**src/crs_pkg.sv**
```systemverilog
// Summary of operation
// - gprs, status, config 16 bits; addresses 21
// - reserved bits written zero, read undefined
// - sixteen gprs; byte writes keep high byte
// - pc even, top five bits zero
// - reset copies pc bits 16:1 to gpr0
// - isp aligned, stack within e000-e7ff; code does not enforce the range, only flags it on isp_out_of_range
// - dispatch base top five, bit0 zero
// - fixed status word bit layout
// - carry set on add/sub carry or borrow
// - trace traps each instruction; traps clear trace
// - unsigned compare sets low flag
// - flag bit marks add/sub overflow
// - compare equal sets zero flag
// - signed compare sets negative flag
// - maskable interrupts need both enables set
// - enable/disable instructions drive local enable
// - pending bit limits one trace trap
// - interrupt clears global enable; return sets
// - reset saves status to gpr1, sets local enable
// - only loads/stores touch memory operands
// - relative and branch addresses add displacement
package crs_pkg;
    localparam int unsigned DATA_W = 16;
    localparam int unsigned ADDR_W = 21;
    localparam int unsigned GPR_N = 16;
    // status word bit positions
    localparam int unsigned PSR_C = 0;
    localparam int unsigned PSR_T = 1;
    localparam int unsigned PSR_L = 2;
    localparam int unsigned PSR_F = 5;
    localparam int unsigned PSR_Z = 6;
    localparam int unsigned PSR_N = 7;
    localparam int unsigned PSR_E = 9;
    localparam int unsigned PSR_P = 10;
    localparam int unsigned PSR_I = 11;
    localparam logic [15:0] PSR_MASK = 16'h0ee7;
    localparam logic [15:0] PSR_RESET = 16'h0200;
    localparam logic [15:0] CFG_RESET = 16'h0000;
    localparam logic [20:0] ADDR_MASK = 21'h0_fffe;
    localparam logic [20:0] ADDR_RESET = 21'h0_0000;
    localparam logic [20:0] ISP_LO = 21'h0_e000;
    localparam logic [20:0] ISP_HI = 21'h0_e7ff;
    // bus map, byte addresses
    localparam logic [7:0] OFS_PC = 8'h00;
    localparam logic [7:0] OFS_ISP = 8'h04;
    localparam logic [7:0] OFS_BASE = 8'h08;
    localparam logic [7:0] OFS_PSR = 8'h0c;
    localparam logic [7:0] OFS_CFG = 8'h10;
    localparam logic [7:0] OFS_GPR = 8'h40;
    localparam logic [1:0] RESP_OK = 2'h0;
    localparam logic [1:0] RESP_ERR = 2'h2;

    typedef enum logic [1:0] {
        CRS_OP_ADD = 2'b00,
        CRS_OP_SUB = 2'b01,
        CRS_OP_CMP = 2'b10
    } crs_op_t;

    typedef struct packed {
        logic en;
        logic byte_only;
        logic [3:0] idx;
        logic [15:0] data;
    } crs_gpr_wr_t;

    typedef struct packed {
        logic valid;
        crs_op_t op;
        logic [15:0] dst;
        logic [15:0] src;
        logic carry_in;
    } crs_alu_req_t;

    typedef struct packed {
        logic c;
        logic f;
        logic l;
        logic z;
        logic n;
    } crs_flags_t;
endpackage : crs_pkg

```
**src/crs_core_regs.sv**
```systemverilog
`timescale 1ns/1ns
module crs_core_regs #(
    parameter int unsigned NUM_GPR = crs_pkg::GPR_N
) (
    // clock and reset
    input wire logic clock,
    input wire logic rst_b,
    // general register ports
    input crs_pkg::crs_gpr_wr_t gpr_wr,
    input wire logic [3:0] rd_a_idx,
    input wire logic [3:0] rd_b_idx,
    output logic [15:0] rd_a_data,
    output logic [15:0] rd_b_data,
    // address registers from the core
    input wire logic pc_load,
    input wire logic [20:0] pc_next,
    input wire logic isp_load,
    input wire logic [20:0] isp_next,
    input wire logic base_load,
    input wire logic [20:0] base_next,
    output logic [20:0] program_counter,
    output logic [20:0] interrupt_stack_ptr,
    output logic [20:0] dispatch_table_base,
    output logic isp_out_of_range,
    // flag updates
    input crs_pkg::crs_alu_req_t alu_req,
    input wire logic f_set_valid,
    input wire logic f_set_value,
    // instruction and exception events
    input wire logic instr_retire,
    input wire logic enable_irq_instr,
    input wire logic mask_off_instr,
    input wire logic irq_taken,
    input wire logic trap_taken,
    input wire logic isr_return,
    output logic [15:0] processor_status_word,
    output logic maskable_irq_ok,
    output logic trace_trap_req,
    // address forming
    input wire logic mem_req,
    input wire logic mem_is_load_store,
    input wire logic [15:0] disp,
    output logic mem_addr_valid,
    output logic [20:0] rel_addr,
    output logic [20:0] branch_target,
    // axi4-lite slave
    input wire logic [7:0] s_axi_awaddr,
    input wire logic s_axi_awvalid,
    output logic s_axi_awready,
    input wire logic [31:0] s_axi_wdata,
    input wire logic [3:0] s_axi_wstrb,
    input wire logic s_axi_wvalid,
    output logic s_axi_wready,
    output logic [1:0] s_axi_bresp,
    output logic s_axi_bvalid,
    input wire logic s_axi_bready,
    input wire logic [7:0] s_axi_araddr,
    input wire logic s_axi_arvalid,
    output logic s_axi_arready,
    output logic [31:0] s_axi_rdata,
    output logic [1:0] s_axi_rresp,
    output logic s_axi_rvalid,
    input wire logic s_axi_rready
);
    if (NUM_GPR != 16) begin : g_chk
        $error("crs_core_regs: register index is four bits, NUM_GPR must be 16");
    end

    logic [15:0] gpr_q [NUM_GPR];
    logic [20:0] pc_q;
    logic [20:0] isp_q;
    logic [20:0] base_q;
    logic [15:0] psr_q;
    logic [15:0] psr_d;
    logic [15:0] cfg_q;
    crs_pkg::crs_flags_t flags;

    // bus write and read channel state
    logic aw_q;
    logic w_q;
    logic [7:0] awaddr_q;
    logic [31:0] wdata_q;
    logic [3:0] wstrb_q;
    logic bvalid_q;
    logic [1:0] bresp_q;
    logic rvalid_q;
    logic [31:0] rdata_q;
    logic [1:0] rresp_q;
    logic bus_wr;
    logic wr_hit;
    logic [15:0] wr_lo;
    logic gpr_sel;
    logic [3:0] wr_gidx;

    crs_flag_unit u_flags (
        .req(alu_req),
        .flags(flags)
    );

    // merge byte lanes over the current value
    function automatic logic [15:0] lane_merge(input logic [15:0] old, input logic [15:0] nw,
                                               input logic [3:0] strb);
        lane_merge = {strb[1] ? nw[15:8] : old[15:8], strb[0] ? nw[7:0] : old[7:0]};
    endfunction : lane_merge

    function automatic logic [20:0] addr_merge(input logic [20:0] old, input logic [31:0] nw,
                                               input logic [3:0] strb);
        addr_merge = {strb[2] ? nw[20:16] : old[20:16], strb[1] ? nw[15:8] : old[15:8],
                      strb[0] ? nw[7:0] : old[7:0]};
    endfunction : addr_merge

    // ---------------- write channel ----------------
    assign s_axi_awready = !aw_q && !bvalid_q;
    assign s_axi_wready = !w_q && !bvalid_q;
    assign bus_wr = aw_q && w_q && !bvalid_q;
    assign gpr_sel = awaddr_q[7:6] == crs_pkg::OFS_GPR[7:6];
    assign wr_gidx = awaddr_q[5:2];
    assign wr_lo = wdata_q[15:0];
    assign wr_hit = gpr_sel || awaddr_q == crs_pkg::OFS_PC || awaddr_q == crs_pkg::OFS_ISP ||
                    awaddr_q == crs_pkg::OFS_BASE || awaddr_q == crs_pkg::OFS_PSR ||
                    awaddr_q == crs_pkg::OFS_CFG;

    always_ff @(posedge clock) begin
        if (!rst_b) begin
            aw_q <= 1'b0;
            awaddr_q <= 8'h00;
        end else if (s_axi_awvalid && s_axi_awready) begin
            aw_q <= 1'b1;
            awaddr_q <= s_axi_awaddr;
        end else if (bus_wr) begin
            aw_q <= 1'b0;
        end
    end

    always_ff @(posedge clock) begin
        if (!rst_b) begin
            w_q <= 1'b0;
            wdata_q <= 32'h0000_0000;
            wstrb_q <= 4'h0;
        end else if (s_axi_wvalid && s_axi_wready) begin
            w_q <= 1'b1;
            wdata_q <= s_axi_wdata;
            wstrb_q <= s_axi_wstrb;
        end else if (bus_wr) begin
            w_q <= 1'b0;
        end
    end

    always_ff @(posedge clock) begin
        if (!rst_b) begin
            bvalid_q <= 1'b0;
            bresp_q <= crs_pkg::RESP_OK;
        end else if (bus_wr) begin
            bvalid_q <= 1'b1;
            bresp_q <= wr_hit ? crs_pkg::RESP_OK : crs_pkg::RESP_ERR;
        end else if (s_axi_bready) begin
            bvalid_q <= 1'b0;
        end
    end

    assign s_axi_bvalid = bvalid_q;
    assign s_axi_bresp = bresp_q;

    // ---------------- general registers ----------------
    // a core write in the same cycle as a bus write to the same register wins
    always_ff @(posedge clock) begin
        if (!rst_b) begin
            gpr_q[0] <= pc_q[16:1];
            gpr_q[1] <= psr_q;
        end else begin
            if (bus_wr && gpr_sel) begin
                gpr_q[wr_gidx] <= lane_merge(gpr_q[wr_gidx], wr_lo, wstrb_q);
            end
            if (gpr_wr.en) begin
                if (gpr_wr.byte_only) begin
                    gpr_q[gpr_wr.idx] <= {gpr_q[gpr_wr.idx][15:8], gpr_wr.data[7:0]};
                end else begin
                    gpr_q[gpr_wr.idx] <= gpr_wr.data;
                end
            end
        end
    end

    assign rd_a_data = gpr_q[rd_a_idx];
    assign rd_b_data = gpr_q[rd_b_idx];

    // ---------------- dedicated address registers ----------------

    always_ff @(posedge clock) begin
        if (!rst_b) begin
            pc_q <= crs_pkg::ADDR_RESET;
        end else if (pc_load) begin
            pc_q <= pc_next & crs_pkg::ADDR_MASK;
        end else if (bus_wr && awaddr_q == crs_pkg::OFS_PC) begin
            pc_q <= addr_merge(pc_q, wdata_q, wstrb_q) & crs_pkg::ADDR_MASK;
        end
    end

    // reset value of the stack pointer is a choice; software sets it first
    always_ff @(posedge clock) begin
        if (!rst_b) begin
            isp_q <= crs_pkg::ADDR_RESET;
        end else if (isp_load) begin
            isp_q <= isp_next & crs_pkg::ADDR_MASK;
        end else if (bus_wr && awaddr_q == crs_pkg::OFS_ISP) begin
            isp_q <= addr_merge(isp_q, wdata_q, wstrb_q) & crs_pkg::ADDR_MASK;
        end
    end

    always_ff @(posedge clock) begin
        if (!rst_b) begin
            base_q <= crs_pkg::ADDR_RESET;
        end else if (base_load) begin
            base_q <= base_next & crs_pkg::ADDR_MASK;
        end else if (bus_wr && awaddr_q == crs_pkg::OFS_BASE) begin
            base_q <= addr_merge(base_q, wdata_q, wstrb_q) & crs_pkg::ADDR_MASK;
        end
    end

    // the range check only reports; the core decides whether to trap on it
    assign isp_out_of_range = isp_q < crs_pkg::ISP_LO || isp_q > crs_pkg::ISP_HI;

    always_ff @(posedge clock) begin
        if (!rst_b) begin
            cfg_q <= crs_pkg::CFG_RESET;
        end else if (bus_wr && awaddr_q == crs_pkg::OFS_CFG) begin
            cfg_q <= lane_merge(cfg_q, wr_lo, wstrb_q);
        end
    end

    // ---------------- status word ----------------
    // bus write first, hardware events after so that an event is never lost
    always_comb begin
        psr_d = psr_q;
        if (bus_wr && awaddr_q == crs_pkg::OFS_PSR) begin
            psr_d = lane_merge(psr_q, wr_lo, wstrb_q);
        end
        if (alu_req.valid && alu_req.op != crs_pkg::CRS_OP_CMP) begin
            psr_d[crs_pkg::PSR_C] = flags.c;
            psr_d[crs_pkg::PSR_F] = flags.f;
        end
        if (alu_req.valid && alu_req.op == crs_pkg::CRS_OP_CMP) begin
            psr_d[crs_pkg::PSR_L] = flags.l;
            psr_d[crs_pkg::PSR_Z] = flags.z;
            psr_d[crs_pkg::PSR_N] = flags.n;
        end
        if (f_set_valid) begin
            psr_d[crs_pkg::PSR_F] = f_set_value;
        end
        if (enable_irq_instr) begin
            psr_d[crs_pkg::PSR_E] = 1'b1;
        end
        if (mask_off_instr) begin
            psr_d[crs_pkg::PSR_E] = 1'b0;
        end
        // one pending trap per instruction: set only while none is pending
        if (instr_retire && psr_q[crs_pkg::PSR_T] && !psr_q[crs_pkg::PSR_P]) begin
            psr_d[crs_pkg::PSR_P] = 1'b1;
        end
        if (isr_return) begin
            psr_d[crs_pkg::PSR_I] = 1'b1;
        end
        if (irq_taken || trap_taken) begin
            psr_d[crs_pkg::PSR_T] = 1'b0;
            psr_d[crs_pkg::PSR_P] = 1'b0;
        end
        if (irq_taken) begin
            psr_d[crs_pkg::PSR_I] = 1'b0;
        end
        psr_d = psr_d & crs_pkg::PSR_MASK;
    end

    always_ff @(posedge clock) begin
        if (!rst_b) begin
            psr_q <= crs_pkg::PSR_RESET;
        end else begin
            psr_q <= psr_d;
        end
    end

    assign maskable_irq_ok = psr_q[crs_pkg::PSR_E] && psr_q[crs_pkg::PSR_I];
    assign trace_trap_req = psr_q[crs_pkg::PSR_P];

    // ---------------- address forming ----------------
    assign mem_addr_valid = mem_req && mem_is_load_store;
    assign rel_addr = {5'h00, rd_a_data + disp};
    assign branch_target = (pc_q + {5'h00, disp}) & crs_pkg::ADDR_MASK;

    assign program_counter = pc_q;
    assign interrupt_stack_ptr = isp_q;
    assign dispatch_table_base = base_q;
    assign processor_status_word = psr_q;

    // ---------------- read channel ----------------
    assign s_axi_arready = !rvalid_q;

    always_ff @(posedge clock) begin
        if (!rst_b) begin
            rvalid_q <= 1'b0;
            rdata_q <= 32'h0000_0000;
            rresp_q <= crs_pkg::RESP_OK;
        end else if (s_axi_arvalid && s_axi_arready) begin
            rvalid_q <= 1'b1;
            rresp_q <= crs_pkg::RESP_OK;
            if (s_axi_araddr[7:6] == crs_pkg::OFS_GPR[7:6]) begin
                rdata_q <= {16'h0000, gpr_q[s_axi_araddr[5:2]]};
            end else begin
                case (s_axi_araddr)
                    crs_pkg::OFS_PC: rdata_q <= {11'h000, pc_q};
                    crs_pkg::OFS_ISP: rdata_q <= {11'h000, isp_q};
                    crs_pkg::OFS_BASE: rdata_q <= {11'h000, base_q};
                    crs_pkg::OFS_PSR: rdata_q <= {16'h0000, psr_q};
                    crs_pkg::OFS_CFG: rdata_q <= {16'h0000, cfg_q};
                    default: begin
                        rdata_q <= 32'h0000_0000;
                        rresp_q <= crs_pkg::RESP_ERR;
                    end
                endcase
            end
        end else if (s_axi_rready) begin
            rvalid_q <= 1'b0;
        end
    end

    assign s_axi_rvalid = rvalid_q;
    assign s_axi_rdata = rdata_q;
    assign s_axi_rresp = rresp_q;
endmodule : crs_core_regs

```
**src/crs_flag_unit.sv**
```systemverilog
`timescale 1ns/1ns
module crs_flag_unit (
    // operation
    input crs_pkg::crs_alu_req_t req,
    // result flags
    output crs_pkg::crs_flags_t flags
);
    logic [16:0] sum;
    logic [16:0] diff;

    assign sum = {1'b0, req.dst} + {1'b0, req.src} + {16'h0000, req.carry_in};
    assign diff = {1'b0, req.dst} - {1'b0, req.src} - {16'h0000, req.carry_in};

    always_comb begin
        flags = '0;
        case (req.op)
            crs_pkg::CRS_OP_ADD: begin
                flags.c = sum[16];
                flags.f = (req.dst[15] == req.src[15]) && (sum[15] != req.dst[15]);
            end
            crs_pkg::CRS_OP_SUB: begin
                flags.c = diff[16];
                flags.f = (req.dst[15] != req.src[15]) && (diff[15] != req.dst[15]);
            end
            crs_pkg::CRS_OP_CMP: begin
                flags.l = req.dst < req.src;
                flags.z = req.dst == req.src;
                flags.n = $signed(req.dst) < $signed(req.src);
            end
            default: flags = '0;
        endcase
    end
endmodule : crs_flag_unit

```
**config.mk**
```make
export PLATFORM = sky130hd
export DESIGN_NAME = crs_core_regs
export DESIGN_NICKNAME = d
export VERILOG_FILES = /design/src/crs_pkg.sv /design/src/crs_core_regs.sv /design/src/crs_flag_unit.sv
export SDC_FILE = /design/constraint.sdc
export NUM_CORES = 1
export LEC_CHECK = 0
export BUFFER_PORTS_ARGS = -buffer_cell sky130_fd_sc_hd__buf_2
export CELL_PAD_IN_SITES_DETAIL_PLACEMENT = 0
export CELL_PAD_IN_SITES_GLOBAL_PLACEMENT = 1
export CORE_AREA = 2 2 278 280
export CTS_CLUSTER_DIAMETER = 30
export CTS_CLUSTER_SIZE = 12
export DETAILED_ROUTE_END_ITERATION = 6
export DIE_AREA = 0 0 280 282
export PLACE_DENSITY = 0.73
export SLEW_MARGIN = 0
export SYNTH_ARGS = -nofsm -noshare
export SYNTH_HDL_FRONTEND = slang
export SYNTH_SLANG_ARGS = --single-unit
export TNS_END_PERCENT = 1
```
**constraint.sdc**
```tcl
create_clock -name clock -period 3.2 [get_ports clock]
set_input_delay 0 -clock clock [delete_from_list [all_inputs] [get_ports clock]]
set_output_delay 0 -clock clock [all_outputs]
set_load 0.005 [all_outputs]
```
==> results of run 1 <==
[what timing repair did]
item,in CTS,in global routing
gates resized for setup,23,12
hold endpoints to repair,327,0
setup buffers,0,6
hold buffers,198,0
pin swaps,5,7
setup endpoints to repair,13,18
[flip-flops by register name, summed over array words and instances (netlist names)]
register	count
aw_q	1
awaddr_q	8
cfg_q	16
dispatch_table_base	15
gpr_q	256
interrupt_stack_ptr	15
processor_status_word	9
program_counter	15
s_axi_bresp	1
s_axi_bvalid	1
s_axi_rdata	16
s_axi_rresp	1
s_axi_rvalid	1
w_q	1
wdata_q	16
wstrb_q	2
[logic make-up (layout without fill, tap and decap cells)]
family	Yosys count	in the layout
AOI/OAI and AO/OA	341	341
other	1	54
muxes	532	532
adders and majority gates	92	92
xor gates and xnor gates	31	31
DFF	374	374
buffers and inverters	318	969
and+or+nand+nor	558	558
[report_power, final]
group          switching (mW)  internal, mW  leakage, nW  total, mW
registers               0.216          5.33         3.23       5.54
clock network            3.04          6.50         1.55       9.55
logic                    1.50          1.45         9.55       2.95
total                    4.76          13.3         14.3       18.0
[final cells by class]
type	instances	area (um2)	area share [%]
Clock inverter	67	768	2.18
Multi-Input combinational cell	1608	15300	43.3
Sequential cell	374	10100	28.5
Clock buffer	107	2440	6.93
Tap cell	978	1220	3.47
Timing Repair Buffer	715	5180	14.7
Inverter	80	300	0.852
[per-stage QoR]
step / setup slack [ns] / util, % / setup TNS, ns
after floorplan: 0.0754 / - / 0
after global placement: -0.141 / 39.4 / -0.141
after detailed placement: -0.0673 / 39.4 / -0.0673
after CTS: -0.627 / 46.4 / -4.66
after global routing: -0.718 / 46.5 / -5.99
final: -0.612 / 46.5 / -4.80
[cell usage in the layout (no fill, tap or decap), types with 19 or more instances in the layout]
cell           count
mux2_2           199
dfxtp_1          116
mux2i_1           91
a21boi_0          31
nor2_1            49
xnor2_1           23
mux4_2           239
inv_1             79
buf_4            186
a31oi_1           19
dlygate4sd3_1    198
ha_1              83
nor2b_1           27
a21oi_1           47
buf_2            320
nand2_1          310
conb_1            54
edfxtp_1         256
nand3_1           23
o21ai_0          113
clkinv_2          25
clkbuf_16         94
and2_1            45
[how the worst min path moves through the flow]
stage,start,endpoint,slack (ns),depth (start not counted)
6_report,s_axi_wvalid,wdata_q[14]$_SDFFE_PN0P_,0.04,5
5_1_grt,s_axi_wvalid,wdata_q[14]$_SDFFE_PN0P_,0.05,5
4_1_cts,s_axi_wvalid,wdata_q[14]$_SDFFE_PN0P_,0.01,5
3_5_place_dp,irq_taken,processor_status_word[11]$_SDFFE_PP0P_,0.20,2
3_3_place_gp,irq_taken,processor_status_word[11]$_SDFFE_PP0P_,0.18,2
2_1_floorplan,irq_taken,processor_status_word[11]$_SDFFE_PP0P_,0.08,1
[worst max-delay path, cell delays in order (launching register included)]
cell and delay, ns:
edfxtp_1 0.39, mux4_2 0.50, mux4_2 0.60, ha_4 0.21, inv_2 0.05, fa_2 0.20
nor2b_2 0.05, o31a_1 0.26, o21ai_1 0.14, buf_4 0.14, a21oi_2 0.05, or4_1 0.40
nand3_1 0.09, buf_2 0.11
[per-layer routing]
layer | part of all wire, % | vias up
li1 | - | 9713
met1 | 37 | 11137
met2 | 47 | 1321
met3 | 9.7 | 301
met4 | 5.9 | 6
met5 | 0.037 | -
==> reports/metrics.cfg, run 1 <==
[pwr]
ir_worst_vdd_v = 0.000392
leakagePower_nw = 14.3
finalPower_mw = 18.0
p_per_area_nw_per_um2 = 512

[worst_setup_path]
r2r_end = dispatch_table_base[6]$_SDFFE_PN0P_
critPathMaxFanout = 2
worstSetupEndpoint = rel_addr[14]
required_ns = 3.20
critPathLaunchType = register
r2r_start = awaddr_q[3]$_SDFFE_PN0P_
critPathLaunch = gpr_q[15][0]$_DFFE_PP_
cp-end-kind = output port
rrSetupSlack_ns = 0.11
critical_path_class = reg -> out
worstPathArrival_ns = 3.81
reg2regPathDepth = 7

[floorplan]
die_y_um = 282
die_w_um = 280
rows = 101
die_area_um2 = 79000
io_pins = 415
initial_core_util_pct = 34.9
core-area_um2 = 75700

[clock_network]
clock-root-buffer = clkbuf_16
cts_buffers = 92
clock_latency_ns = 0.64
cts_buffer_depth = 3
clk_pin_slew_ns = 0.05
cts_tree = yes
clock_sinks = 374
h-tree-depth = 3

[yosys]
synth_common_cells = nand2_1 (311), edfxtp_1 (256), mux4_2 (239), mux2_2 (199), clkbuf_1 (132)
seq_area_frac_synth_pct = 38.0
synth_adder_area_share_pct = 4.41
yosys_warnings = 0
yosysMostFrequentCell = nand2_1
syn_inst = 2247
synth_xor_area_share_pct = 1.03
synth_compound_area_share_pct = 8.39
synth_top_area_share_pct = 29.1
synthArstFlopShare_pct = 0
syn_area_per_cell_um2 = 11.8
netlist.top_cell.by_area = edfxtp_1
yosys.area_share.simple_pct = 9.95
synth.mux.area_fraction_pct = 32.6
synth_edf_count = 256
synth_area_leaders = edfxtp_1 (29%), mux4_2 (20%), dfxtp_1 (8.9%)
synth_flop_cell = edfxtp_1
synth-seq-cells = 374
synth_top_family_by_area = multiplexers
synth_area_um2 = 26400
yosysUniqueCellTypes = 77

[route]
drt_iter0_drc = 1972
dr.pass1.iters = 7
routed_wl_um = 104000
viasPerCell = 5.72
vias = 22478
wire_per_inst_um = 26.4
route.detailed.drc = 0
ant_nets = 0

[placed_design]
place_area_um2 = 29800
gp_congestion = 0.927
dp_cells = 3551
dpl.hpwl_um = 74700
port_buffers = 324

[cells_and_area]
diodes = 0
fill_cells = 6808
drive_gt1_share_pct = 39.7
nNetsFinal = 3180
instances_no_fill = 3929
area.growth.synth_to_final_pct = 33.4
final_area_um2 = 35200

[timing]
finalCriticalPeriod_ns = 3.81
whs_ns = 0.0402
slew_violations = 0
worst_slew_pin_slew_ns = 1.12
fmax_mhz = 262
period_share_pct = 119
max_slew_margin_pct = 24.9
fin_worst_skew_ns = 0.0270
setup_viol = 13
finalHoldViolCount = 0
rsz0062_at_grt = yes
fin_ws_ns = -0.612

[run_status]
status = finished, violations left
violations = setup timing

[global_routing]
grt_start_max_net_pins = 78
busiest_layer = met2
antenna_found_initial = 4
grt_util_met2_pct = 42.4
grt_overflow = 0
grt_use_met3_pct = 6.07
grt_usage_pct = 25.8
grt_first_pass_wirelength_um = 149000
grtUsageMet1_pct = 31.3
grt_pass1_vias = 22943

[min_path]
hold_path.class = in -> reg

[flow_run]
maxCapViolations = 0

Note: power is estimated with default switching activity, not from simulation.
==> run 2: changes to the inputs <==
--- a/config.mk
+++ b/config.mk
@@ -13,7 +13,8 @@
 export CTS_CLUSTER_SIZE = 12
 export DETAILED_ROUTE_END_ITERATION = 6
 export DIE_AREA = 0 0 280 282
-export PLACE_DENSITY = 0.73
+export GPL_TIMING_DRIVEN = 0
+export PLACE_DENSITY = 0.71
 export SLEW_MARGIN = 0
 export SYNTH_ARGS = -nofsm -noshare
 export SYNTH_HDL_FRONTEND = slang
==> constraint.sdc (replaced) <==
create_clock -name clock -period 4.6 [get_ports clock]
set_input_delay 0 -clock clock [delete_from_list [all_inputs] [get_ports clock]]
set_output_delay 0 -clock clock [all_outputs]
set_load 0.005 [all_outputs]
==> reports/metrics.cfg, run 2 (synthesized netlist as in run 1, its figures left out) <==
[route]
drt_iter0_drc = 2622  ; +33%
routed_wl_um = 113000  ; +9.4%
viasPerCell = 5.88  ; +2.7%
wire_per_inst_um = 28.4  ; +7.5%
route.detailed.drc = 0  ; unchanged
dr.pass1.iters = 6  ; -1
ant_nets = 0  ; unchanged
vias = 23494  ; +4.5%

[worst_setup_path]
cp-end-kind = output port
rrSetupSlack_ns = 1.11  ; +1.00 ns
critPathMaxFanout = 4  ; +2
critPathLaunchType = register
required_ns = 4.60  ; +1.40 ns
critical_path_class = reg -> out
worstPathArrival_ns = 4.39  ; +0.58 ns

[cells_and_area]
mostFrequentLayoutCells = buf_2 (342), nand2_1 (311), edfxtp_1 (256), mux4_2 (239), dlygate4sd3_1 (218)
nNetsFinal = 3240  ; +1.9%
area.growth.synth_to_final_pct = 32.8
largest_reg_flops = 256  ; unchanged
register_area_um2 = 10000  ; about the same
final_common_cell = buf_2
finish.utilization_pct = 46.3  ; -0.20 points
drive_gt1_share_pct = 34.8  ; -4.9 points
fill_cells = 6909  ; +1.5%
top_register = gpr_q
multi_input_area_um2 = 15200  ; -0.58%

[min_path]
hold_path.class = in -> reg

[run_status]
status = finished clean

[clock_network]
cts_setup_buffers = 0  ; unchanged
clock_latency_ns = 0.67  ; +0.03 ns
h-tree-depth = 3  ; unchanged
cts_tree = yes
cts_buffers = 99  ; +7.6%
clk_pin_slew_ns = 0.05  ; about the same
cts_repair_resize_count = 0  ; -100%
clock_sinks = 374  ; unchanged
clock-root-buffer = clkbuf_16
cts_buffer_depth = 3  ; unchanged

[placed_design]
dpl.hpwl_um = 87300  ; +17%
dp_slack_ns = 0.348  ; +0.416 ns
gp_congestion = 1.01  ; +8.6%
port_buffers = 306  ; -5.6%

[pwr]
ir_worst_vdd_v = 0.000284  ; -28%
p_per_area_nw_per_um2 = 368  ; -28%
leakagePower_nw = 14.1  ; -1.7%
finalPower_mw = 12.9  ; -28%

[global_routing]
grt_usage_pct = 28.2  ; +2.3 points
antenna_found_initial = 5  ; +1
grt_first_pass_wirelength_um = 160000  ; +7.3%
grt_pass1_vias = 23635  ; +3.0%
grt_overflow = 0  ; unchanged
grt_start_max_net_pins = 16  ; -79%

[timing]
max_slew_margin_pct = 6.68  ; -18 points
worst_slew_pin_slew_ns = 1.39  ; +0.261 ns
fin_ws_ns = 0.210  ; +0.822 ns
finalCriticalPeriod_ns = 4.39
finalHoldViolCount = 0  ; unchanged
setup_viol = 0  ; -13
rsz0062_at_grt = no
slew_violations = 0  ; unchanged
fin_worst_skew_ns = 0.0424  ; +0.0154 ns
setup_tns_ns = 0  ; +4.80 ns
period_share_pct = 95.4
fmax_mhz = 228

[floorplan]
core-area_um2 = 75700  ; unchanged
rows = 101  ; unchanged
io_pins = 415  ; unchanged
die_y_um = 282  ; unchanged
initial_core_util_pct = 34.9  ; unchanged
die_area_um2 = 79000  ; unchanged
die_w_um = 280  ; unchanged

[flow_run]
maxCapViolations = 0  ; unchanged

==> run 2: changes by cell type in the layout (fill, tap and decap cells not counted), moves of 7 or more <==
cell / change
clkbuf_1: +129
buf_4: -126
buf_2: +22
dlygate4sd3_1: +20
buf_1: +14
buf_12: -9
clkinv_1: +9
clkinv_2: -8
ha_1: +7
==> run 2: area by class of cell <==
type | instances | share of cell area, %
antenna | 3 | 0.0214
buffer | 238 | 3.32
clock buffer | 110 | 7.35
clock inverter | 76 | 2.37
inverter | 80 | 0.856
multi-input combinational | 1608 | 43.3
sequential | 374 | 28.6
tap | 978 | 3.49
timing repair buffer | 530 | 10.7
==> run 2: worst max-delay path: stages, from the launching register on <==
cell and delay (ns):
edfxtp_1 0.45, mux4_2 0.52, mux4_2 0.63, ha_1 0.30, inv_1 0.08, fa_1 0.20, nor2b_1 0.07, o31a_1 0.29
o21ai_0 0.34, a21oi_1 0.19, or4_1 0.44, nand3_1 0.10, buf_2 0.11
==> run 2: stage by stage <==
step	hold slack [ns]	cells	cell area, um2
floorplan	0.0761	2300	26600
global placement	0.184	3584	29400
detailed placement	0.196	3588	29400
CTS	0.00339	3992	35000
global route	0.00645	3995	35100
finish	0.00842	3997	35100
==> run 2: worst paths after layout <==
check                                                          from                                   to  cells after the start
worst max-delay path                          gpr_q[3][0]$_DFFE_PP_                         rel_addr[14]                     12
worst min-delay path                                     gpr_wr[16]               gpr_q[12][4]$_DFFE_PP_                      4
worst max register to register             awaddr_q[3]$_SDFFE_PN0P_  interrupt_stack_ptr[8]$_SDFFE_PN0P_                      8
worst min register to register  dispatch_table_base[4]$_SDFFE_PN0P_          s_axi_rdata[4]$_SDFFE_PN0P_                      2
==> run 2: power breakdown <==
part	internal, mW	leakage (nW)	switching [mW]
logic	0.952	9.22	1.15
clock network	4.67	1.64	2.34
registers	3.71	3.23	0.115
==> run 2: what timing repair did <==
item	in CTS	in global routing
endpoints found under the hold margin	193	0
endpoints found under the setup margin	0	0
hold buffers	218	0
==> run 2: metal layers <==
| metal | vias up | GRT usage (%) | routed length [um] |
|---|---|---|---|
| li1 | 9867 | - | - |
| met1 | 11687 | 33.8 | 41700 |
| met2 | 1564 | 46.7 | 53400 |
| met3 | 372 | 7.54 | 12000 |
| met4 | 4 | 14.1 | 6230 |
| met5 | - | 0 | 25 |
